**config.mk**
```make
export PLATFORM = sky130hd
export DESIGN_NAME = rack_fault_status_latches
export DESIGN_NICKNAME = d
export VERILOG_FILES = /design/src/hdl/rack_fault_pkg.sv /design/src/hdl/rack_fault_status_latches.sv
export SDC_FILE = /design/constraint.sdc
export NUM_CORES = 1
export LEC_CHECK = 0
export ABC_AREA = 1
export CAP_MARGIN = 10
export CORE_ASPECT_RATIO = 0.8
export CORE_UTILIZATION = 50
export DETAILED_ROUTE_END_ITERATION = 10
export DONT_BUFFER_PORTS = 1
export GPL_ROUTABILITY_DRIVEN = 0
export HOLD_SLACK_MARGIN = 0.03
export PLACE_DENSITY = 0.79
export SLEW_MARGIN = 10
export SYNTH_ARGS = -nofsm -noshare
export SYNTH_HDL_FRONTEND = slang
export SYNTH_SLANG_ARGS = --single-unit
export TNS_END_PERCENT = 10
```
**constraint.sdc**
```tcl
create_clock -name clk_sys -period 1.7 [get_ports clk_sys]
set_input_delay 0.255 -clock clk_sys [delete_from_list [all_inputs] [get_ports clk_sys]]
set_output_delay 0.255 -clock clk_sys [all_outputs]
set_load 0.005 [all_outputs]
```
**src/hdl/rack_fault_pkg.sv**
```systemverilog
// constants and carrier types for the rack fault-status latch block
// assumes a single 10 MHz system clock and synchronous level inputs
package rack_fault_pkg;

  // system clock
  localparam int CLK_HZ = 10_000_000;

  // cpu silence before the cpu-alive lamp drops, in milliseconds
  localparam int WATCHDOG_TIME_MS = 1000;
  localparam int WATCHDOG_CYCLES_DEF = WATCHDOG_TIME_MS * (CLK_HZ / 1000);

  // parity error age at which it counts as persistent, in milliseconds
  localparam int PARITY_HALT_TIME_MS = 10;
  localparam int PARITY_HALT_CYCLES_DEF =
    PARITY_HALT_TIME_MS * (CLK_HZ / 1000);

  // number of racks below this one on the chain
  localparam int DS_RACKS_DEF = 9;

  // register port
  localparam int ADDR_W = 4;
  localparam int DATA_W = 32;
  localparam logic [ADDR_W-1:0] OUT_BYTE_OFS = 4'h0;
  localparam logic [ADDR_W-1:0] LAMP_STATUS_OFS = 4'h4;
  localparam logic [ADDR_W-1:0] FAULT_NOW_OFS = 4'h8;

  // output byte
  localparam int OUT_BYTE_W = 8;
  localparam logic [OUT_BYTE_W-1:0] OUT_BYTE_RST = 8'h00;
  localparam int OUT_BYTE_LAMP_RESET_BIT = 2;

  // lamp status word, bit positions
  localparam int LAMP_SUMMARY_BIT = 4;
  localparam int LAMP_LINK_BIT = 3;
  localparam int LAMP_RACK_BIT = 2;
  localparam int LAMP_PARITY_BIT = 1;
  localparam int LAMP_ALIVE_BIT = 0;

  // fault-now word, bit positions
  localparam int NOW_DS_BIT = 0;
  localparam int NOW_RACK_BIT = 1;
  localparam int NOW_PARITY_BIT = 2;
  localparam int NOW_PERSIST_BIT = 3;
  localparam int NOW_SILENT_BIT = 4;

  // lamps, high means healthy
  typedef struct packed {
    logic summary_healthy_lamp;
    logic downstream_link_healthy_lamp;
    logic rack_power_healthy_lamp;
    logic input_parity_healthy_lamp;
    logic cpu_alive_lamp;
  } lamps_t;

  localparam lamps_t LAMPS_RST = 5'h1F;

  // live fault levels from the rack hardware
  typedef struct packed {
    logic downstream_fault;
    logic rack_fault;
    logic local_parity_err;
  } faults_t;

  // answers toward the cpu side of the chain
  typedef struct packed {
    logic chain_healthy;
    logic cpu_halt_req;
  } chain_status_t;

  localparam chain_status_t CHAIN_RST = 2'h2;

endpackage

```
**src/hdl/rack_fault_status_latches.sv**
```systemverilog
// fault-status latches of an i/o chain receiver: lamps, cpu answers
// assumes synchronous inputs, a pulse per cpu access on cpu_comm
`timescale 1ns/100ps

module rack_fault_status_latches
  import rack_fault_pkg::*;
#(
  parameter int WATCHDOG_CYCLES = WATCHDOG_CYCLES_DEF,
  parameter int PARITY_HALT_CYCLES = PARITY_HALT_CYCLES_DEF,
  parameter int DS_RACKS = DS_RACKS_DEF
) (
  input wire logic clk_sys,
  input wire logic rst,
  input wire logic [ADDR_W-1:0] reg_addr,
  input wire logic [DATA_W-1:0] reg_wdata,
  input wire logic reg_wr,
  input wire logic reg_rd,
  output logic [DATA_W-1:0] reg_rdata,
  input wire faults_t faults,
  input wire logic [DS_RACKS-1:0] ds_parity_err,
  input wire logic [DS_RACKS-1:0] ds_switch6_closed,
  input wire logic switch6_closed,
  input wire logic switch7_closed,
  input wire logic reset_button,
  input wire logic cpu_comm,
  output lamps_t lamps,
  output chain_status_t chain_status,
  output logic [OUT_BYTE_W-1:0] out_byte
);

  localparam int WD_W = $clog2(WATCHDOG_CYCLES + 1);
  localparam int PH_W = $clog2(PARITY_HALT_CYCLES + 1);
  localparam logic [WD_W-1:0] WD_LAST = WD_W'(WATCHDOG_CYCLES);
  localparam logic [PH_W-1:0] PH_LAST = PH_W'(PARITY_HALT_CYCLES);

  lamps_t lamps_reg, lamps_next;
  chain_status_t chain_reg, chain_next;
  logic [OUT_BYTE_W-1:0] out_byte_reg, out_byte_next;
  logic bit2_prev_reg, bit2_prev_next;
  logic [WD_W-1:0] wd_cnt_reg, wd_cnt_next;
  logic [PH_W-1:0] ph_cnt_reg, ph_cnt_next;
  logic [DATA_W-1:0] rdata_reg, rdata_next;
  logic [DS_RACKS-1:0] ds_par_gated;
  logic parity_now;
  logic parity_persist;
  logic cpu_silent;
  logic lamp_reset;

  // per-rack gate on downstream parity by that rack's own switch 6
  genvar gi;
  generate
    for (gi = 0; gi < DS_RACKS; gi++) begin : g_ds_par
      assign ds_par_gated[gi] = ds_parity_err[gi] & ds_switch6_closed[gi];
    end
  endgenerate

  assign parity_now = (switch6_closed & faults.local_parity_err)
    | (switch7_closed & (|ds_par_gated));
  // persistent only while the gated error is still present
  assign parity_persist = parity_now && (ph_cnt_reg == PH_LAST);
  assign cpu_silent = (wd_cnt_reg == WD_LAST);
  // lamp reset on button or on the fall of output byte bit 2
  assign lamp_reset = reset_button
    | (bit2_prev_reg & ~out_byte_reg[OUT_BYTE_LAMP_RESET_BIT]);

  // register port and output byte
  always_comb begin
    out_byte_next = out_byte_reg;
    bit2_prev_next = out_byte_reg[OUT_BYTE_LAMP_RESET_BIT];
    rdata_next = '0;
    if (reg_wr && reg_addr == OUT_BYTE_OFS) begin
      out_byte_next = reg_wdata[OUT_BYTE_W-1:0];
    end
    if (reg_rd) begin
      case (reg_addr)
        OUT_BYTE_OFS: rdata_next = {{(DATA_W-OUT_BYTE_W){1'b0}},
                                    out_byte_reg};
        LAMP_STATUS_OFS: rdata_next = {{(DATA_W-5){1'b0}}, lamps_reg};
        FAULT_NOW_OFS: begin
          rdata_next[NOW_DS_BIT] = faults.downstream_fault;
          rdata_next[NOW_RACK_BIT] = faults.rack_fault;
          rdata_next[NOW_PARITY_BIT] = parity_now;
          rdata_next[NOW_PERSIST_BIT] = parity_persist;
          rdata_next[NOW_SILENT_BIT] = cpu_silent;
        end
        default: rdata_next = '0;
      endcase
    end
  end

  always_ff @(posedge clk_sys or posedge rst) begin
    if (rst) begin
      out_byte_reg <= OUT_BYTE_RST;
      bit2_prev_reg <= 1'b0;
      rdata_reg <= '0;
    end else begin
      out_byte_reg <= out_byte_next;
      bit2_prev_reg <= bit2_prev_next;
      rdata_reg <= rdata_next;
    end
  end

  // timers: cpu silence and parity error age
  always_comb begin
    wd_cnt_next = wd_cnt_reg;
    ph_cnt_next = ph_cnt_reg;
    if (cpu_comm || lamp_reset) begin
      wd_cnt_next = '0;
    end else if (!cpu_silent) begin
      wd_cnt_next = wd_cnt_reg + WD_W'(1);
    end
    if (!parity_now) begin
      ph_cnt_next = '0;
    end else if (!parity_persist) begin
      ph_cnt_next = ph_cnt_reg + PH_W'(1);
    end
  end

  always_ff @(posedge clk_sys or posedge rst) begin
    if (rst) begin
      wd_cnt_reg <= '0;
      ph_cnt_reg <= '0;
    end else begin
      wd_cnt_reg <= wd_cnt_next;
      ph_cnt_reg <= ph_cnt_next;
    end
  end

  // lamps and chain answers; a live fault wins over a reset
  always_comb begin
    lamps_next = lamp_reset ? LAMPS_RST : lamps_reg;
    lamps_next.summary_healthy_lamp =
      ~(faults.downstream_fault | faults.rack_fault);
    if (faults.downstream_fault) begin
      lamps_next.downstream_link_healthy_lamp = 1'b0;
    end
    if (faults.rack_fault) begin
      lamps_next.rack_power_healthy_lamp = 1'b0;
    end
    if (parity_now) begin
      lamps_next.input_parity_healthy_lamp = 1'b0;
    end
    if (parity_persist || cpu_silent) begin
      lamps_next.cpu_alive_lamp = 1'b0;
    end
    chain_next.chain_healthy =
      ~(faults.downstream_fault | faults.rack_fault);
    chain_next.cpu_halt_req = faults.downstream_fault
      | faults.rack_fault | parity_persist;
  end

  always_ff @(posedge clk_sys or posedge rst) begin
    if (rst) begin
      lamps_reg <= LAMPS_RST;
      chain_reg <= CHAIN_RST;
    end else begin
      lamps_reg <= lamps_next;
      chain_reg <= chain_next;
    end
  end

  assign lamps = lamps_reg;
  assign chain_status = chain_reg;
  assign out_byte = out_byte_reg;
  assign reg_rdata = rdata_reg;
endmodule

```
==> run_results.csv <==
group,metric,value,unit
global_routing,grt_start_max_net_pins,26,
setup_path,crit_path_end_kind,"register",
synthesis,ys.warnings.count,0,
hold_path,count_of_cells_along_the_worst_hold_path,1,
layout,number_of_flip_flops_under_the_largest_register_name,24,
layout,nNetsFinal,569,
timing,slew_violations,0,
setup_path,critical-path-max-stage-delay,400,ps
synthesis,postSynthAreaPerCell,7.637,sq um
die,pin_count,112,
drt,final_ant_viol_nets,0,
synthesis,synthCells,482,
synthesis,syn-cell-area,3681,sq um
timing,worst_slew_pin_slew,570.0,ps
layout,nFillCells,612,
outcome,failed_checks,"DRC",
synthesis,number_of_synthesized_register_bits,64,
layout,finish.utilization,0.5709,
timing,fmax,613.6,MHz
drt,vias,3072,
setup_path,cell_with_the_largest_stage_delay_on_the_worst_path,"sky130_fd_sc_hd__dfrtp_1",
flow_run,maxCapViolCount,0,
timing,timing.final.ws_setup,70.25,ps
clock_network,cts_inserted_buffers,9,
timing,slew-limit-headroom,0.6192,
drt,drt_pre_antenna_iters,8,
setup_path,crit_type,"register to register",
hold_path,min_to,"out_byte[1]",
power,leakage,1.833,nW
placed_design,dp.final_hpwl,5.929,mm
layout,area_growth,8.464,%
setup_path,reg2reg_setup_slack,70,ps
setup_path,rr_endpoint,"wd_cnt_reg[14]",
clock_network,cts_root_buffer,"sky130_fd_sc_hd__clkbuf_8",
setup_path,critical_path.reg2reg.startpoint,"wd_cnt_reg[1]",
timing,clock-skew-final,10.28,ps
setup_path,cp_top_delay_family,"simple AND/OR/NAND/NOR gates",
clock_network,cts_tree,"built",
die,placeableCoreArea,6993,sq um
layout,post_layout_nonfiller_instances,592,
timing,setup_viol,0,
layout,most_frequent_standard_cell_in_the_layout_excluding_fill_and_tap_cells,"sky130_fd_sc_hd__nand2_1",
outcome,outcome,"finished, violations left",
power,fin_total_pwr,3.272,mW
global_routing,number_of_antenna_violations_at_the_first_check_in_global_routing,0,
drt,drt_iter0_markers,336,
timing,layout_worst_path_cycle_share,0.9587,
global_routing,globalRouteTotalUtil,0.2251,
clock_network,worstSkewPairLatency,360,ps
hold_path,hold_path_startpoint,"reg_wdata[1]",
setup_path,timing.critical_path.buf_inv,2,
layout,layout_cell_share_with_drive_strength_beyond_1,0.1188,
synthesis,synth_seq_area_share,0.4368,
setup_path,worstPathArrival,1870,ps
hold_path,holdCritPathClass,"input port to register",
die,floorplan.rows,27,
global_routing,first_global_vias,2919,
layout,antennaDiodeCount,0,
die,floorplan.die_area,7712,sq um
clock_network,max-clock-path-buffers,2,
power,maximum_ir_drop_on_the_vdd_rail,0.0005183,V
placed_design,io_buffer_count,0,
setup_path,worst_path_fanout_max,5,
setup_path,worstPathCellList,"ha_2, nand2_1, nor2_4, inv_2, nor2_4, inv_2, nor2_1, xor2_1, nor2_1",
clock_network,cts.reportedPaths.clkPinSlew,70,ps
timing,timing_hold_violations_final,0,
power,power-per-cell-area,819.6,nW/um^2
drt,detail_route.drc_violations,3,
die,fp.dieW,97.93,microns
drt,route.detailed.vias_per_inst,5.189,
die,initial_core_util,0.5264,
setup_path,worst-endpoint-required,1940,ps
drt,avgRoutedWirePerCell,13.24,microns
synthesis,synth_cell_types,35,
setup_path,cp-start-kind,"register",
placed_design,placedCellCount,567,
global_routing,residual_overflow_from_global_routing,0,
drt,finalWirelength,7.841,mm
timing,period_needed,1630,ps
timing,hold_ws,40.80,ps
clock_network,numClockSinks,64,
layout,mostFrequentLayoutCells,"101 x sky130_fd_sc_hd__nand2_1, 77 x sky130_fd_sc_hd__nor2_1, 63 x sky130_fd_sc_hd__inv_1, 59 x sky130_fd_sc_hd__dfrtp_1, 27 x sky130_fd_sc_hd__nand3_1",
clock_network,htree_num_levels,3,
die,floorplan.die.height,78.75,microns
setup_path,worst_r2r_path_depth,9,
global_routing,grt_pass1_wl,13.47,mm
placed_design,dpl_worst_slack,68.73,ps
timing,rsz_0062_raised_after_global_routing,"true",
==> power by group <==
part | internal (mW) | switching, mW
Combinational | 0.105 | 0.168
Sequential | 1.61 | 0.0727
Clock | 0.684 | 0.635
==> cells in the mapped netlist, drive strengths merged <==
cell type,n,area [sq um]
dfrtp,59,1476
nor4,1,12.51
nand4,13,81.33
xor2,10,87.58
conb,1,3.750
o21ai,13,65.06
ha,4,50.05
nor3,20,132.6
nand2,104,397.9
xnor2,2,17.52
dfstp,5,131.4
a31oi,3,18.77
nor2,84,340.3
nor3b,2,15.01
a21oi,22,113.9
inv,69,259.0
or2,2,12.52
nand3,29,155.2
mux2,4,52.55
o21bai,2,15.01
buf,30,221.5
o211ai,2,15.01
and3,1,6.260
==> repair_timing <==
action | 4_1_cts | 5_1_grt
setup endpoints to repair | 0 | 4
hold buffers | 5 | 0
hold endpoints to repair | 26 | 0
buffers inserted | 0 | 4
resized for setup | 0 | 3
==> through the flow <==
step	TNS, ps	instance area (sq um)
6_report	0	3993
5_1_grt	-34.29	3993
4_1_cts	0	3955
3_5_place_dp	0	3709
3_3_place_gp	0	3709
2_1_floorplan	0	3771
==> cells by family (layout without fill, tap and decap cells) <==
logic type,Yosys count,in the layout,share of synthesized area
fa+ha+maj,4,4,0.01360
other cells,1,24,0.001019
flops,64,64,0.4368
simple gates,256,256,0.3134
mux,4,4,0.01428
xor+xnor,12,12,0.02855
buf+inv,99,99,0.1305
compound gates,42,42,0.06186
==> cell type report <==
class	count	area, sq um	share of cell area
multi-input combinational	342	1687	0.4224
sequential	64	1608	0.4027
tap	87	108.9	0.02726
clock inverter	6	68.82	0.01724
inverter	69	262.8	0.06581
clock buffer	10	127.6	0.03196
timing repair buffer	14	130.1	0.03259
==> per-layer routing <==
metal,part of all wire,GRT usage
met5,0,0
met4,0.031,0.1000
met3,0.081,0.06602
met2,0.43,0.3310
met1,0.46,0.3084
==> how the worst max path moves through the flow <==
stage	startpoint	endpoint	cells past startpoint
floorplan	wd_cnt_reg[0]	wd_cnt_reg[14]	9
global placement	wd_cnt_reg[1]	wd_cnt_reg[14]	9
detailed placement	wd_cnt_reg[1]	wd_cnt_reg[14]	9
CTS	wd_cnt_reg[1]	wd_cnt_reg[14]	9
global route	wd_cnt_reg[1]	wd_cnt_reg[14]	9
finish	wd_cnt_reg[1]	wd_cnt_reg[14]	9
No activity file was read; power rests on OpenSTA's default activity.
